$ cat src/acs_map.vh
// register map, field positions, reset values and timing counts of the conversion sequencer
`ifndef ACS_MAP_VH
`define ACS_MAP_VH

// ----------------------------------------------------------------------------
// register byte addresses
// ----------------------------------------------------------------------------
`define ACS_ADDR_CTRL0      8'h00
`define ACS_ADDR_CTRL1      8'h04
`define ACS_ADDR_CTRL2      8'h08
`define ACS_ADDR_RESH       8'h0C
`define ACS_ADDR_RESL       8'h10
`define ACS_ADDR_STAT       8'h14
`define ACS_ADDR_PMD        8'h18

// ----------------------------------------------------------------------------
// field positions
// ----------------------------------------------------------------------------
`define ACS_CTRL0_ON        0
`define ACS_CTRL0_GO        1
`define ACS_CTRL0_CHS_LSB   2
`define ACS_CTRL0_CHS_MSB   6
`define ACS_CTRL1_TRIG      7
`define ACS_CTRL2_JUST      7
`define ACS_CTRL2_ACQ_LSB   3
`define ACS_CTRL2_ACQ_MSB   5
`define ACS_CTRL2_CLK_LSB   0
`define ACS_CTRL2_CLK_MSB   2
`define ACS_STAT_DONE       0
`define ACS_PMD_DISABLE     0
`define ACS_PMD_IRQ_EN      1

// ----------------------------------------------------------------------------
// reset values and codes
// ----------------------------------------------------------------------------
`define ACS_RST_REG         8'h00
`define ACS_RST_CHS         5'h00
`define ACS_RST_FIELD3      3'h0
`define ACS_CH_LAST_EXT     5'h1B
`define ACS_TRIAL_START     10'h200
`define ACS_RESP_OKAY       2'h0
`define ACS_RESP_SLVERR     2'h2

// ----------------------------------------------------------------------------
// timing counts
// ----------------------------------------------------------------------------
`define ACS_CONV_TADS       5'd11
`define ACS_WAIT_TADS       5'd2
`define ACS_INSTR_CLKS      5'd4

`endif

$ cat src/acs_tad_gen.v
// conversion bit period tick generator: divided system clock or synchronised rc clock
`timescale 1ns/10ps
`include "acs_map.vh"

module acs_tad_gen (
  input  wire       i_clk,      // system clock
  input  wire       i_srst,     // synchronous reset, also held while module disabled
  input  wire       i_run,      // count while the sequencer is away from idle
  input  wire [2:0] i_clk_sel,  // conversion clock select code
  input  wire       i_rc_clk,   // dedicated rc oscillator, asynchronous
  output reg        o_tick      // one-cycle pulse per conversion bit period
);

  reg  [5:0] div_cnt_r;
  reg        rc_meta_r;
  reg        rc_sync_r;
  reg        rc_prev_r;
  reg  [5:0] div_last;
  wire       rc_sel;

  assign rc_sel = (i_clk_sel[1:0] == 2'b11);

  // ----------------------------------------------------------------------------
  // divider end value per select code
  // ----------------------------------------------------------------------------
  always @* begin
    case (i_clk_sel)
      3'h0:    div_last = 6'h01;
      3'h1:    div_last = 6'h07;
      3'h2:    div_last = 6'h1F;
      3'h4:    div_last = 6'h03;
      3'h5:    div_last = 6'h0F;
      3'h6:    div_last = 6'h3F;
      default: div_last = 6'h01;
    endcase
  end

  // ----------------------------------------------------------------------------
  // period tick
  // ----------------------------------------------------------------------------
  // divider restarts while the sequencer is idle so the first period is a full one
  always @(posedge i_clk) begin
    if (i_srst) begin
      div_cnt_r <= 6'h00;
      rc_meta_r <= 1'b0;
      rc_sync_r <= 1'b0;
      rc_prev_r <= 1'b0;
      o_tick    <= 1'b0;
    end else begin
      rc_meta_r <= i_rc_clk;
      rc_sync_r <= rc_meta_r;
      rc_prev_r <= rc_sync_r;
      o_tick    <= 1'b0;
      if (!i_run) begin
        div_cnt_r <= 6'h00;
      end else if (rc_sel) begin
        o_tick <= rc_sync_r & ~rc_prev_r;
      end else if (div_cnt_r >= div_last) begin
        div_cnt_r <= 6'h00;
        o_tick    <= 1'b1;
      end else begin
        div_cnt_r <= div_cnt_r + 6'h01;
      end
    end
  end

endmodule // acs_tad_gen

$ cat src/acs_top.v
// conversion sequencer for a 10-bit successive-approximation converter, axi4-lite registers
`timescale 1ns/10ps
`include "acs_map.vh"

module acs_top (
  input  wire       i_clk,            // 10 MHz system clock
  input  wire       i_srst,           // synchronous reset, active high
  input  wire [7:0] i_s_axi_awaddr,   // write address
  input  wire       i_s_axi_awvalid,  // write address valid
  output reg        o_s_axi_awready,  // write address ready
  input  wire [31:0] i_s_axi_wdata,   // write data
  input  wire [3:0] i_s_axi_wstrb,    // write strobes
  input  wire       i_s_axi_wvalid,   // write data valid
  output reg        o_s_axi_wready,   // write data ready
  output reg  [1:0] o_s_axi_bresp,    // write response
  output reg        o_s_axi_bvalid,   // write response valid
  input  wire       i_s_axi_bready,   // write response ready
  input  wire [7:0] i_s_axi_araddr,   // read address
  input  wire       i_s_axi_arvalid,  // read address valid
  output reg        o_s_axi_arready,  // read address ready
  output reg [31:0] o_s_axi_rdata,    // read data
  output reg  [1:0] o_s_axi_rresp,    // read response
  output reg        o_s_axi_rvalid,   // read data valid
  input  wire       i_s_axi_rready,   // read data ready
  input  wire       i_cmp_trig,       // compare unit special event pulse
  input  wire       i_ctu_trig,       // charge-time unit special event pulse
  input  wire       i_sleep,          // core is in sleep, level
  input  wire       i_rc_clk,         // dedicated rc oscillator, asynchronous
  input  wire       i_sar_cmp,        // comparator: input at or above trial code
  output reg  [4:0] o_channel_sel,    // sample-and-hold source select
  output reg        o_ext_channel,    // selected source is an external input
  output reg        o_sample_conn,    // channel connected to holding capacitor
  output reg        o_discharge,      // capacitor array discharge
  output reg  [9:0] o_dac_trial,      // trial code for the comparator
  output reg        o_analog_pwr,     // converter analog power
  output reg        o_wake            // one-cycle wake request out of sleep
);

  // ----------------------------------------------------------------------------
  // states
  // ----------------------------------------------------------------------------
  localparam [2:0] ST_IDLE  = 3'd0;
  localparam [2:0] ST_DELAY = 3'd1;
  localparam [2:0] ST_ACQ   = 3'd2;
  localparam [2:0] ST_CONV  = 3'd3;
  localparam [2:0] ST_WAIT  = 3'd4;

  reg  [2:0] state_r;
  reg  [4:0] cnt_r;
  reg  [9:0] trial_r;
  reg        converter_on_r;
  reg        go_r;
  reg  [4:0] channel_select_r;
  reg        trigger_source_sel_r;
  reg        result_justify_r;
  reg  [2:0] acq_time_sel_r;
  reg  [2:0] conv_clock_sel_r;
  reg        conv_done_flag_r;
  reg        module_disable_r;
  reg        irq_en_r;
  reg        sleep_off_r;
  reg  [7:0] result_high_r;
  reg  [7:0] result_low_r;
  reg        cmp_meta_r;
  reg        cmp_sync_r;

  reg        aw_full_r;
  reg        w_full_r;
  reg  [7:0] aw_addr_r;
  reg  [7:0] w_data_r;
  reg        w_lane0_r;
  reg  [4:0] acq_tads;
  reg  [7:0] rd_mux;
  reg        rd_ok;

  wire       core_rst;
  wire       tad_tick;
  wire       rc_sel;
  wire       powered;
  wire       kill;
  wire       wr_do;
  wire       wr_ok;
  wire       wr_ctrl0;
  wire       trig;
  wire       sw_go_set;
  wire       sw_go_clr;
  wire       start_req;
  wire [2:0] run_state;
  wire [3:0] bit_idx;
  wire [9:0] final_code;

  assign core_rst  = i_srst | module_disable_r;
  assign rc_sel    = (conv_clock_sel_r[1:0] == 2'b11);
  assign powered   = converter_on_r & ~sleep_off_r;
  assign kill      = ~powered | (i_sleep & ~rc_sel);
  assign wr_do     = aw_full_r & w_full_r & ~o_s_axi_bvalid;
  assign wr_ok     = wr_do & w_lane0_r;
  assign wr_ctrl0  = wr_ok & (aw_addr_r == `ACS_ADDR_CTRL0);
  assign trig      = trigger_source_sel_r ? i_ctu_trig : i_cmp_trig;
  assign sw_go_set = wr_ctrl0 & w_data_r[`ACS_CTRL0_GO];
  assign sw_go_clr = wr_ctrl0 & ~w_data_r[`ACS_CTRL0_GO];
  assign start_req = (sw_go_set | trig) & converter_on_r & ~go_r;
  assign run_state = rc_sel ? ST_DELAY : ((acq_tads == 5'd0) ? ST_CONV : ST_ACQ);
  assign bit_idx   = 4'd9 - cnt_r[3:0];
  assign final_code = trial_r;

  // ----------------------------------------------------------------------------
  // bit period generator, held in reset while disabled
  // ----------------------------------------------------------------------------
  acs_tad_gen u_tad (
    .i_clk     (i_clk),
    .i_srst    (core_rst),
    .i_run     (state_r != ST_IDLE),
    .i_clk_sel (conv_clock_sel_r),
    .i_rc_clk  (i_rc_clk),
    .o_tick    (tad_tick)
  );

  // ----------------------------------------------------------------------------
  // acquisition length in bit periods
  // ----------------------------------------------------------------------------
  always @* begin
    case (acq_time_sel_r)
      3'h0:    acq_tads = 5'd0;
      3'h1:    acq_tads = 5'd2;
      3'h2:    acq_tads = 5'd4;
      3'h3:    acq_tads = 5'd6;
      3'h4:    acq_tads = 5'd8;
      3'h5:    acq_tads = 5'd12;
      3'h6:    acq_tads = 5'd16;
      default: acq_tads = 5'd20;
    endcase
  end

  // ----------------------------------------------------------------------------
  // axi4-lite slave handshakes
  // ----------------------------------------------------------------------------
  // address and data are taken independently; the write lands once both are held
  always @(posedge i_clk) begin
    if (i_srst) begin
      o_s_axi_awready <= 1'b1;
      o_s_axi_wready  <= 1'b1;
      o_s_axi_bvalid  <= 1'b0;
      o_s_axi_bresp   <= `ACS_RESP_OKAY;
      aw_full_r       <= 1'b0;
      w_full_r        <= 1'b0;
      aw_addr_r       <= 8'h00;
      w_data_r        <= 8'h00;
      w_lane0_r       <= 1'b0;
      o_s_axi_arready <= 1'b1;
      o_s_axi_rvalid  <= 1'b0;
      o_s_axi_rdata   <= 32'h0000_0000;
      o_s_axi_rresp   <= `ACS_RESP_OKAY;
    end else begin
      if (o_s_axi_awready & i_s_axi_awvalid) begin
        aw_full_r       <= 1'b1;
        aw_addr_r       <= i_s_axi_awaddr;
        o_s_axi_awready <= 1'b0;
      end
      if (o_s_axi_wready & i_s_axi_wvalid) begin
        w_full_r       <= 1'b1;
        w_data_r       <= i_s_axi_wdata[7:0];
        w_lane0_r      <= i_s_axi_wstrb[0];
        o_s_axi_wready <= 1'b0;
      end
      if (wr_do) begin
        aw_full_r      <= 1'b0;
        w_full_r       <= 1'b0;
        o_s_axi_bvalid <= 1'b1;
        o_s_axi_bresp  <= (aw_addr_r[1:0] == 2'b00 && aw_addr_r <= `ACS_ADDR_PMD) ?
                          `ACS_RESP_OKAY : `ACS_RESP_SLVERR;
      end
      if (o_s_axi_bvalid & i_s_axi_bready) begin
        o_s_axi_bvalid  <= 1'b0;
        o_s_axi_awready <= 1'b1;
        o_s_axi_wready  <= 1'b1;
      end
      if (o_s_axi_arready & i_s_axi_arvalid) begin
        o_s_axi_arready <= 1'b0;
        o_s_axi_rvalid  <= 1'b1;
        o_s_axi_rdata   <= {24'h00_0000, rd_mux};
        o_s_axi_rresp   <= rd_ok ? `ACS_RESP_OKAY : `ACS_RESP_SLVERR;
      end
      if (o_s_axi_rvalid & i_s_axi_rready) begin
        o_s_axi_rvalid  <= 1'b0;
        o_s_axi_arready <= 1'b1;
      end
    end
  end

  // ----------------------------------------------------------------------------
  // read data
  // ----------------------------------------------------------------------------
  always @* begin
    rd_ok = 1'b1;
    case (i_s_axi_araddr)
      `ACS_ADDR_CTRL0: rd_mux = {1'b0, channel_select_r, go_r, converter_on_r};
      `ACS_ADDR_CTRL1: rd_mux = {trigger_source_sel_r, 7'h00};
      `ACS_ADDR_CTRL2: rd_mux = {result_justify_r, 1'b0, acq_time_sel_r, conv_clock_sel_r};
      `ACS_ADDR_RESH:  rd_mux = result_high_r;
      `ACS_ADDR_RESL:  rd_mux = result_low_r;
      `ACS_ADDR_STAT:  rd_mux = {7'h00, conv_done_flag_r};
      `ACS_ADDR_PMD:   rd_mux = {6'h00, irq_en_r, module_disable_r};
      default: begin
        rd_mux = 8'h00;
        rd_ok  = 1'b0;
      end
    endcase
  end

  // ----------------------------------------------------------------------------
  // module disable register, outside the held reset
  // ----------------------------------------------------------------------------
  always @(posedge i_clk) begin
    if (i_srst) begin
      module_disable_r <= 1'b0;
      irq_en_r         <= 1'b0;
    end else if (wr_ok && aw_addr_r == `ACS_ADDR_PMD) begin
      module_disable_r <= w_data_r[`ACS_PMD_DISABLE];
      irq_en_r         <= w_data_r[`ACS_PMD_IRQ_EN];
    end
  end

  // ----------------------------------------------------------------------------
  // control registers and sequencer
  // ----------------------------------------------------------------------------
  always @(posedge i_clk) begin
    if (core_rst) begin
      state_r              <= ST_IDLE;
      cnt_r                <= 5'd0;
      trial_r              <= `ACS_TRIAL_START;
      converter_on_r       <= 1'b0;
      go_r                 <= 1'b0;
      channel_select_r     <= `ACS_RST_CHS;
      trigger_source_sel_r <= 1'b0;
      result_justify_r     <= 1'b0;
      acq_time_sel_r       <= `ACS_RST_FIELD3;
      conv_clock_sel_r     <= `ACS_RST_FIELD3;
      conv_done_flag_r     <= 1'b0;
      sleep_off_r          <= 1'b0;
      result_high_r        <= `ACS_RST_REG;
      result_low_r         <= `ACS_RST_REG;
      cmp_meta_r           <= 1'b0;
      cmp_sync_r           <= 1'b0;
      o_wake               <= 1'b0;
    end else begin
      cmp_meta_r <= i_sar_cmp;
      cmp_sync_r <= cmp_meta_r;
      o_wake     <= 1'b0;
      if (!i_sleep)
        sleep_off_r <= 1'b0;
      if (wr_ctrl0) begin
        converter_on_r   <= w_data_r[`ACS_CTRL0_ON];
        channel_select_r <= w_data_r[`ACS_CTRL0_CHS_MSB:`ACS_CTRL0_CHS_LSB];
      end
      if (wr_ok && aw_addr_r == `ACS_ADDR_CTRL1)
        trigger_source_sel_r <= w_data_r[`ACS_CTRL1_TRIG];
      if (wr_ok && aw_addr_r == `ACS_ADDR_CTRL2) begin
        result_justify_r <= w_data_r[`ACS_CTRL2_JUST];
        acq_time_sel_r   <= w_data_r[`ACS_CTRL2_ACQ_MSB:`ACS_CTRL2_ACQ_LSB];
        conv_clock_sel_r <= w_data_r[`ACS_CTRL2_CLK_MSB:`ACS_CTRL2_CLK_LSB];
      end
      if (wr_ok && aw_addr_r == `ACS_ADDR_STAT && w_data_r[`ACS_STAT_DONE])
        conv_done_flag_r <= 1'b0;
      case (state_r)
        ST_IDLE: begin
          if (start_req) begin
            go_r    <= 1'b1;
            state_r <= run_state;
            cnt_r   <= 5'd0;
            trial_r <= `ACS_TRIAL_START;
          end
        end
        ST_DELAY: begin
          cnt_r <= cnt_r + 5'd1;
          if (cnt_r == `ACS_INSTR_CLKS - 5'd1) begin
            cnt_r   <= 5'd0;
            state_r <= (acq_tads == 5'd0) ? ST_CONV : ST_ACQ;
          end
        end
        ST_ACQ: begin
          if (tad_tick) begin
            cnt_r <= cnt_r + 5'd1;
            if (cnt_r == acq_tads - 5'd1) begin
              cnt_r   <= 5'd0;
              state_r <= ST_CONV;
            end
          end
        end
        // comparator answer trails the trial by three clocks: /2 is too fast for valid bits
        ST_CONV: begin
          if (tad_tick) begin
            cnt_r <= cnt_r + 5'd1;
            if (cnt_r < 5'd10) begin
              // keep the bit when the input is at or above the trial level
              trial_r[bit_idx] <= cmp_sync_r;
              if (bit_idx != 4'd0)
                trial_r[bit_idx - 4'd1] <= 1'b1;
            end else begin
              cnt_r            <= 5'd0;
              state_r          <= ST_WAIT;
              go_r             <= 1'b0;
              conv_done_flag_r <= 1'b1;
              if (result_justify_r) begin
                result_high_r <= {6'h00, final_code[9:8]};
                result_low_r  <= final_code[7:0];
              end else begin
                result_high_r <= final_code[9:2];
                result_low_r  <= {final_code[1:0], 6'h00};
              end
              if (i_sleep && irq_en_r)
                o_wake <= 1'b1;
              if (i_sleep && !irq_en_r)
                sleep_off_r <= 1'b1;
            end
          end
        end
        ST_WAIT: begin
          if (start_req)
            go_r <= 1'b1;
          if (tad_tick) begin
            cnt_r <= cnt_r + 5'd1;
            if (cnt_r == `ACS_WAIT_TADS - 5'd1) begin
              cnt_r   <= 5'd0;
              trial_r <= `ACS_TRIAL_START;
              state_r <= (go_r | start_req) ? run_state : ST_IDLE;
            end
          end
        end
        default: state_r <= ST_IDLE;
      endcase
      // software abort: results untouched, then the usual wait
      if (sw_go_clr && go_r) begin
        go_r <= 1'b0;
        if (state_r != ST_WAIT) begin
          state_r <= ST_WAIT;
          cnt_r   <= 5'd0;
        end
      end
      if (kill && state_r != ST_IDLE) begin
        state_r <= ST_IDLE;
        go_r    <= 1'b0;
        cnt_r   <= 5'd0;
      end
      if (i_sleep && !rc_sel)
        sleep_off_r <= 1'b1;
    end
  end

  // ----------------------------------------------------------------------------
  // analog side controls
  // ----------------------------------------------------------------------------
  // registered from the state, so they trail it by one clock
  always @(posedge i_clk) begin
    if (core_rst) begin
      o_channel_sel <= `ACS_RST_CHS;
      o_ext_channel <= 1'b1;                                              // code zero is external
      o_sample_conn <= 1'b0;
      o_discharge   <= 1'b0;
      o_dac_trial   <= `ACS_TRIAL_START;
      o_analog_pwr  <= 1'b0;
    end else begin
      o_channel_sel <= channel_select_r;
      o_ext_channel <= (channel_select_r <= `ACS_CH_LAST_EXT);
      o_sample_conn <= powered & (state_r == ST_IDLE || state_r == ST_DELAY ||
                                  state_r == ST_ACQ);
      o_discharge   <= powered & (state_r == ST_WAIT);
      o_dac_trial   <= trial_r;
      o_analog_pwr  <= powered;
    end
  end

endmodule // acs_top

$ cat config.mk
export PLATFORM = sky130hd
export DESIGN_NAME = acs_top
export DESIGN_NICKNAME = d
export VERILOG_FILES = /design/src/acs_tad_gen.v /design/src/acs_top.v
export VERILOG_INCLUDE_DIRS = /design/src /design/src/src
export SDC_FILE = /design/constraint.sdc
export NUM_CORES = 1
export LEC_CHECK = 0
export BUFFER_PORTS_ARGS = -buffer_cell sky130_fd_sc_hd__buf_2
export CAP_MARGIN = 10
export CELL_PAD_IN_SITES_DETAIL_PLACEMENT = 1
export CELL_PAD_IN_SITES_GLOBAL_PLACEMENT = 2
export CORE_ASPECT_RATIO = 0.5
export CORE_MARGIN = 10
export CORE_UTILIZATION = 35
export DETAILED_ROUTE_END_ITERATION = 7
export PLACE_DENSITY_LB_ADDON = 0.1
export SYNTH_ARGS = -nofsm -noshare
export SYNTH_HDL_FRONTEND = slang
export SYNTH_SLANG_ARGS = --single-unit
$ cat constraint.sdc
create_clock -name i_clk -period 3.3 [get_ports i_clk]
set_input_delay 0.495 -clock i_clk [delete_from_list [all_inputs] [get_ports i_clk]]
set_output_delay 0.495 -clock i_clk [all_outputs]
set_load 0.05 [all_outputs]
---- After elaboration in Yosys (flattened, before gate mapping) ----
Index checks and enable logic that the tools add are counted.
word-level totals
  register bits ........................... 121
  output and inout port bits .............. 61
cells by class
  $lt $le $gt $ge ......................... 8
  reduce and logical (&&, ||, !) cells .... 39
  eq/ne operators ......................... 37
  $add $sub $neg .......................... 5
  bitwise logic cells ..................... 34
  muxes and demuxes ....................... 64
operator list
  operator                                                                       number
  10-bit two-way mux                                                             6
  8-bit case mux with 7 select lines                                             1
  5-bit two-way mux                                                              10
  8-bit by 5-bit equality test with 1-bit output (second input constant)         5
  3-bit two-way mux                                                              12
  5-bit case mux with 7 select lines                                             1
  10-bit case mux with 3 select lines                                            1
  6-bit case mux with 5 select lines                                             1
  5-bit case mux with 5 select lines                                             1
  8-bit by 4-bit equality test with 1-bit output (second input constant)         3
  3-bit equality test (second input constant)                                    7
  1-bit two-way mux                                                              21
  1-bit bitwise AND                                                              18
  8-bit by 3-bit equality test with 1-bit output (second input constant)         2
  8-bit logical NOT                                                              2
  8-bit two-way mux                                                              2
  3-bit by 2-bit equality test with 1-bit output (second input constant)         5
  3-bit case mux with 5 select lines                                             1
  1-bit logical AND                                                              13
  2-bit OR reduction                                                             6
  1-bit NOT                                                                      11
  10-bit bitwise mux                                                             1
  4-bit by 5-bit less-than comparator with 1-bit output (second input constant)  2
  10-bit bitwise OR                                                              1
  37 further kinds                                                               54

---- Longest topological paths before layout ----
Gate-level depths: netlist (run 1).
  word-level depth ........................ 15
  gate-level depth with buffers ........... 10
  depth with buffers taken out ............ 9

---- Cells and area by module ----
A second synthesis (run 1) with hierarchy kept.
second synthesis, totals
  cells, all modules ...................... 679
  area total of the unflattened synthesis .. 5864.4 µm²
modules (own cells, without submodules)
  module       instances  area an instance (µm²)  cells each  seq. area each (µm²)
  acs_top      1          5278.8                  619         2182.1
  acs_tad_gen  1          585.6                   60          200.2

---- Worst setup path after synthesis (run 1) ----
No wires, ideal clock.
  path kind ............................... reg2reg
  start point ............................. register cnt_r[2]
  end point ............................... register trial_r[3] (netlist: final_code[3])
  buffers on the path ..................... 2
  stages on the path, launching flop included .. 11
  clock period less this slack ............ 2.210 ns
  path slack .............................. 1.090 ns
  data arrival time ....................... 2.082 ns
  required time ........................... 3.172 ns
  cells stage by stage .................... dfxtp_1 buf_2 inv_1 ha_1 nor2b_1 or4b_1 a21oi_2 o21ai_1 buf_2 a21oi_1 nor2_1
between the ends
  word-level cells in the longest chain between the ends .. 11
  elaborated cells between the ends (all ways) .. 24
  those cells by class .................... add/sub: 2; order compare: 5; eq/ne: 3; mux: 9; bitwise: 1; reduce/logical: 4
RTL lines
  element                                                                                              line                          RTL
  start, declared                                                                                      acs_top.v:49                  reg [4:0] cnt_r;
  start signal, assigned                                                                               acs_top.v:275                 cnt_r <= cnt_r + 5'd1;
  start signal, assigned                                                                               acs_top.v:283                 cnt_r <= cnt_r + 5'd1;
  start signal, assigned                                                                               acs_top.v:293                 cnt_r <= cnt_r + 5'd1;
  4-bit subtractor                                                                                     acs_top.v:104                 assign bit_idx = 4'd9 - cnt_r[3:0];
  4-bit by 1-bit subtractor with 4-bit output (tied with other cells)                                  acs_top.v:298                 trial_r[bit_idx - 4'd1] <= 1'b1;
  4-bit by 5-bit less-than comparator with 1-bit output (not written as such) (tied with other cells)  acs_top.v:298
  1-bit logical AND (not written as such) or 1-bit two-way mux (tied branches)                         acs_top.v:298, acs_top.v:296
  1-bit two-way mux (not written as such) or 1-bit demux with 4-bit select (tied branches)             acs_top.v:298, acs_top.v:296
  1-bit demux with 4-bit select or 10-bit bitwise mux (tied branches)                                  acs_top.v:298, acs_top.v:296
  10-bit bitwise OR (no line)                                                                          n/a
  10-bit two-way mux                                                                                   acs_top.v:297                 if (bit_idx != 4'd0)
  10-bit two-way mux                                                                                   acs_top.v:294                 if (cnt_r < 5'd10) begin
  10-bit two-way mux                                                                                   acs_top.v:292                 if (tad_tick) begin
  10-bit case mux with 3 select lines                                                                  acs_top.v:265                 case (state_r)
  end signal, assigned                                                                                 acs_top.v:271                 trial_r <= `ACS_TRIAL_START;
  end signal, assigned by index                                                                        acs_top.v:296                 trial_r[bit_idx] <= cmp_sync_r;
  end signal, assigned                                                                                 acs_top.v:325                 trial_r <= `ACS_TRIAL_START;
  end, declared                                                                                        acs_top.v:50                  reg [9:0] trial_r;
Parallel ways exist; a longest one is shown, timed or not. The select of a mux whose other input is x is not followed.
A chain may end at the register's enable or synchronous reset.

---- Final worst setup path (run 1) ----
  start point ............................. register cnt_r[2]
  end point ............................... register trial_r[1] (netlist: final_code[1])
The elaborated chain is that of the path after synthesis.

==> summary.md, run 1 <==
| Metric | Value |
|---|---|
| Netlist cell types | `71` |
| DR vias | `5072` |
| Postcts setup bufs | `0` |
| Netlist Area Pre-Place | `0.00599 mm²` |
| Final TNS setup | `0 ps` |
| Cell area power density | `536 mW/mm²` |
| DIE AREA | `0.0231 mm²` |
| Relative slew slack | `41.7%` |
| Ant. Diodes | `0` |
| Hold Path End | `u_tad.rc_meta_r` |
| Synth Area in Compound Gates | `17.1%` |
| Routed WL | `17.8 mm` |
| Yosys top cell area share | `39.8%` |
| Post-Synth Simple-Gate Area | `23.7%` |
| Hold Buf Count CTS | `0` |
| Max VDD drop | `0.340 mV` |
| Hold-critical path depth | `2` |
| Switching share of power | `23.4%` |
| Crit path max fanout | `12` |
| Tcrit/Tclk final | `82.0%` |
| DR pass1 iterations | `4` |
| Worst setup EP type | `register` |
| Reg-to-Reg End | `final_code[1]` |
| Worst hold-check path type | `input pin to register` |
| Worst-case clock skew | `10.9 ps` |
| # setup viols final | `0` |
| Sequential power share | `39.3%` |
| Setup Crit Path Kind | `register to register` |
| Number of flops mapped to enable cells by yosys | `0` |
| Worst r2r path cells | `8` |
| Root buffer cell | `clkbuf_16` |
| Ys flop type | `dfxtp_1` |
| Post-Place Cell Area | `0.00640 mm²` |
| Post-CTS resize count | `0` |
| Via density | `5.10` |
| First-pass GRT wire length | `28.6 mm` |
| Rows | `33` |
| DR DRC count | `0` |
| Max-cap violation count | `0` |
| Post-Synth XOR/XNOR Area | `1.73%` |
| Outcome | `complete, no violations` |
| Port Buffers | `71` |
| Largest family of logic cells by synthesized area | `simple AND/OR/NAND/NOR gates` |
| DIE WIDTH | `205 µm` |
| Yosys top cell by area | `dfxtp_1` |
| Pint | `2890 µW` |
| Final Hold Vio Count | `0` |
| GRT Util Overall | `15.5%` |
| Area growth syn-to-layout | `17.7%` |
| Pleak | `0.00287 µW` |
| Num CTS Buffers | `17` |
| Average cell area after synthesis | `8.52 µm²` |
| Worst setup startpoint | `cnt_r[2]` |
| Net Switching | `883 µW` |
| Multiplexer share of the synthesized area | `7.12%` |
| Fraction of layout cells with a size suffix above 1 | `16.7%` |
| CP startpoint kind | `register` |
| Vias in the first global route | `5194` |
| Post-synthesis sequential area ratio | `39.8%` |
| # clock sinks | `119` |
| RSZ-0062 raised after global routing | `no` |
| 1st-iter DRT viols | `272` |
| Worst slew pin tran | `869 ps` |
| Synthesized instance count | `703` |
| DP HPWL | `13.1 mm` |
| Clk pwr share | `54.7%` |
| Clk Latency, worst-skew pair | `410 ps` |
| Hold wc startpoint | `i_rc_clk` |
| Critical path data arrival time | `3040 ps` |
| # fillers | `1952` |
| Wire per inst | `17.9 µm` |
| Slew Viols, Final | `0` |
| Commonest non-fill, non-tap cell in the layout | `dfxtp_1` |
| CTS tree | `yes` |
| RR Startpoint | `cnt_r[2]` |
| Longest Clk Path Bufs | `2` |
| Post-route ant nets | `0` |
| Synth warn | `0` |
| Req. time, crit path | `3640 ps` |
| Asr flop ratio synth | `0%` |
| Die height | `113 µm` |
| Nets | `837` |
| Synth Register Bits | `119` |
| Core area | `0.0166 mm²` |
| Comb pwr share | `6.0%` |
| Most frequent cells in the layout | `dfxtp_1 (119), nand2_1 (82), buf_2 (71), a21oi_1 (59), nor2_1 (58)` |
| GR Overflow Total | `0` |
| Crit path time final | `2710 ps` |
| H-tree lvl count | `4` |
| Initial Utilization | `36.2%` |
| R2R setup slack | `590 ps` |
| I/O pin count | `125` |
| Initial antenna violation count | `0` |
| RePlAce Congestion | `0.820` |
| Clock Pin Slew Worst Setup and Hold Paths | `60 ps` |
| Fmax | `370 MHz` |
| Synthesized-area fraction occupied by adder cells | `3.55%` |
| Largest net degree at the start of global routing | `43` |
| Area contributors post-synth | `dfxtp_1 (40%), mux2i_1 (6.2%), nand2_1 (5.1%), a21oi_1 (4.9%), nor2_1 (3.6%)` |
| Design area | `0.00705 mm²` |
[layer usage]
layer / vias to the layer above / wire [µm] / global-route usage, %
li1: 2515 / - / -
met3: 12 / 856 / 4.59
met1: 2469 / 9360 / 21.6
met4: 0 / 117 / 3.46
met5: - / 0 / 0
met2: 76 / 7470 / 23.0
[cells by family (layout without fill, tap and decap cells)]
kind of cell    count (synthesis)  after routing
compound gates                157            157
xor+xnor                       11             11
fa+ha+maj                      17             17
buf+inv                        82            122
flops                         119            119
mux                            41             41
other cells                     1             26
simple gates                  275            275
[stage by stage]
step	cells	power, µW	worst slack, ps	hold WS (ps)	util, %
floorplan	728	1710	1090	389	-
detailed placement	964	1740	577	416	38.7
finish	995	3780	594	278	42.6
global route	995	3900	321	274	42.6
global placement	964	1740	626	411	38.7
CTS	995	3820	553	263	42.6
[state kept, by name, summed over array words and instances (netlist names), 3 cells and up]
register and cells:
state_r 3, result_low_r 8, o_s_axi_rdata 8, o_channel_sel 5
aw_addr_r 8, channel_select_r 5, w_data_r 8, o_dac_trial 10
final_code 10, conv_clock_sel_r 3, u_tad.div_cnt_r 6, cnt_r 5
result_high_r 8, acq_time_sel_r 3
[power by group through the flow]
stage	registers, µW	clock network [µW]	logic (µW)
floorplan	1530	0	178
global placement	1520	0	222
detailed placement	1520	0	225
CTS	1490	2100	225
global route	1490	2170	244
finish	1490	2070	225
[cell usage after synthesis, types with 3 or more instances]
cell type and n:
inv_1 15, xor2_1 5, a211o_1 5, nor3b_1 4, mux2_2 3, nand3b_1 13, or3_1 3, nand4_1 6
mux2i_1 37, o211ai_1 3, a211oi_1 6, o21a_1 5, buf_1 3, nand3_1 39, nand2_1 82, xnor2_1 5
or2_2 3, a21oi_1 59, dfxtp_1 119, a22oi_1 10, and2_1 27, o22ai_1 7, buf_4 26, o21ai_0 32
ha_1 17, buf_2 9, nor3_1 7, clkbuf_1 28, nor2b_1 8, nand2b_1 10, nor2_1 58
[how the worst max path moves through the flow]
stage | endpoint | slack [ps] | cells past startpoint
final | final_code[1] | 590 | 8
after global routing | final_code[1] | 320 | 8
after CTS | final_code[1] | 550 | 8
after detailed placement | final_code[1] | 580 | 8
after global placement | final_code[2] | 630 | 8
after floorplan | final_code[3] | 1090 | 10
[area by class of cell]
type	instances	area [µm²]	share of cell area, %
multi-input combinational	527	3280	46.6
inverter	15	56.3	0.798
sequential	119	2380	33.8
timing repair buffer	76	393	5.57
clock buffer	20	457	6.48
clock inverter	11	195	2.77
tap	227	284	4.03
[critical path, stage by stage, from the launching register on]
cell and delay [ps]:
dfxtp_1 410, inv_1 260, ha_1 280, nor2b_1 140, or4b_1 580, a21oi_2 180, o21ai_1 310, a211o_1 330
a21oi_1 140
Note: power is estimated with default switching activity, not from simulation.
==> inputs of run 2 (changes only) <==
CORE_UTILIZATION = 29   (was 35)
clock period = 2.48 ns   (was 3.3 ns; I/O delays follow)
==> summary.md, run 2 (same netlist as run 1, synthesis figures left out) <==
| Metric | Value |
|---|---|
| # setup viols final | `0` |
| CP startpoint kind | `register` |
| Max VDD drop | `0.429 mV` |
| Crit path time final | `2280 ps` |
| Post-route ant nets | `0` |
| Area growth syn-to-layout | `21.0%` |
| DIE AREA | `0.0272 mm²` |
| Fraction of layout cells with a size suffix above 1 | `19.9%` |
| # clock sinks | `119` |
| Ant. Diodes | `0` |
| Cell area power density | `639 mW/mm²` |
| CTS tree | `yes` |
| Hold Path End | `u_tad.rc_meta_r` |
| Reg-to-Reg End | `u_tad.div_cnt_r[5]` |
| Fmax | `439 MHz` |
| Via density | `4.80` |
| Outcome | `complete, no violations` |
| Hold wc startpoint | `i_rc_clk` |
| Worst setup EP type | `register` |
| Hold Buf Count CTS | `0` |
| Num CTS Buffers | `17` |
| Relative slew slack | `65.0%` |
| Crit path max fanout | `8` |
| Worst r2r path cells | `9` |
| Total power | `4630 µW` |
| Clock Pin Slew Worst Setup and Hold Paths | `60 ps` |
| Rows | `37` |
| Slew Viols, Final | `0` |
| Setup Crit Path Kind | `register to register` |
| RR Startpoint | `conv_clock_sel_r[1]` |
| Longest Clk Path Bufs | `2` |
| DR vias | `5134` |
| DR DRC count | `0` |
| DR pass1 iterations | `4` |
| Most frequent cells in the layout | `dfxtp_1 (119), nand2_1 (82), buf_2 (71), a21oi_1 (59), nor2_1 (58)` |
| Hold-critical path depth | `2` |
| CP cell instances | `or3_1 > nand2_1 > ha_1 > a21o_1 > a21o_1 > a21oi_1 > o21ai_0 > a211o_1 > a21oi_1` |
| Slowest CP cell | `a211o_1` |
| Final Hold Vio Count | `0` |
| DIE WIDTH | `223 µm` |
| Critical path data arrival time | `2620 ps` |
| # fillers | `2411` |
| Critical path's top delay family | `compound AO/OA/AOI/OAI gates` |
| Root buffer cell | `clkbuf_16` |
| Postcts setup bufs | `0` |
| Commonest non-fill, non-tap cell in the layout | `dfxtp_1` |
| GRT Util Overall | `14.0%` |
| Vias in the first global route | `5331` |
| CP max stage delay | `420 ps` |
| Final TNS setup | `0 ps` |
| Worst-case clock skew | `9.89 ps` |
| Final hold slack | `161 ps` |
| Wire per inst | `17.8 µm` |
| Initial Utilization | `29.3%` |
| Core area | `0.0204 mm²` |
| GR Overflow Total | `0` |
| Pleak | `0.00298 µW` |
| Routed WL | `19.0 mm` |
| Worst slew pin tran | `523 ps` |
| 1st-iter DRT viols | `222` |
| I/O pin count | `125` |
| RSZ-0062 raised after global routing | `no` |
| Initial antenna violation count | `0` |
| Tcrit/Tclk final | `91.8%` |
| Port Buffers | `71` |
| Req. time, crit path | `2830 ps` |
| Worst hold-check path type | `input pin to register` |
| Post-CTS resize count | `0` |
| R2R setup slack | `200 ps` |
| Die height | `122 µm` |
| RePlAce Congestion | `0.773` |
| First-pass GRT wire length | `30.3 mm` |
| Max-cap violation count | `0` |
| H-tree lvl count | `4` |
| Clk Latency, worst-skew pair | `410 ps` |
| Largest net degree at the start of global routing | `43` |
| Nets | `866` |
| Critical path buffers and inverters | `0` |
| DP HPWL | `14.2 mm` |
-- run 2: changes by cell type in the layout (fill, tap and decap cells not counted) --
| cell | before | now |
|---|---|---|
| buf_12 | 0 | 1 |
| buf_4 | 5 | 33 |
| bufinv_16 | 5 | 1 |
| clkbuf_1 | 1 | 0 |
| clkinv_2 | 1 | 5 |
| clkinvlp_4 | 3 | 4 |
| o21ai_1 | 1 | 0 |
| o21ai_2 | 1 | 2 |
-- run 2: power breakdown --
| part | switching (µW) | leakage (µW) | internal, µW | total, µW |
|---|---|---|---|---|
| clock network | 933 | 0.000267 | 1420 | 2350 |
| logic | 228 | 0.00175 | 74.4 | 302 |
| registers | 33.8 | 0.000964 | 1940 | 1980 |
-- run 2: metal layers --
metal / global-route usage, % / wire [µm]
met1: 19.6 / 9960
met2: 20.9 / 8150
met3: 3.32 / 688
met4: 3.73 / 199
met5: 0 / 0
-- run 2: how the worst max path moves through the flow --
stage                              from            endpoint  slack (ps)  cells after the start
global route        conv_clock_sel_r[1]  u_tad.div_cnt_r[5]          50                      9
finish              conv_clock_sel_r[1]  u_tad.div_cnt_r[5]         200                      9
floorplan                      cnt_r[2]       final_code[3]         270                     10
global placement    conv_clock_sel_r[1]  u_tad.div_cnt_r[5]         160                      9
detailed placement  conv_clock_sel_r[1]  u_tad.div_cnt_r[5]         170                      9
CTS                 conv_clock_sel_r[1]  u_tad.div_cnt_r[5]         150                      9
-- run 2: layout make-up --
cell class              instances  area [µm²]  area share, %
inverters                      15        56.3          0.777
repair buffers                105         623           8.60
clock inverters                12         103           1.42
well taps                     273         342           4.71
multi-input cells             527        3290           45.4
flip-flops and latches        119        2380           32.9
clock buffers                  19         453           6.25
-- run 2: per-stage QoR --
step / instance area (µm²) / util (%) / worst slack, ps / instances
2_1_floorplan: 6080 / - / 270 / 728
3_3_place_gp: 6690 / 32.8 / 162 / 1039
3_5_place_dp: 6690 / 32.8 / 171 / 1039
4_1_cts: 7240 / 35.5 / 147 / 1070
5_1_grt: 7250 / 35.5 / 47.3 / 1070
6_report: 7250 / 35.5 / 204 / 1070
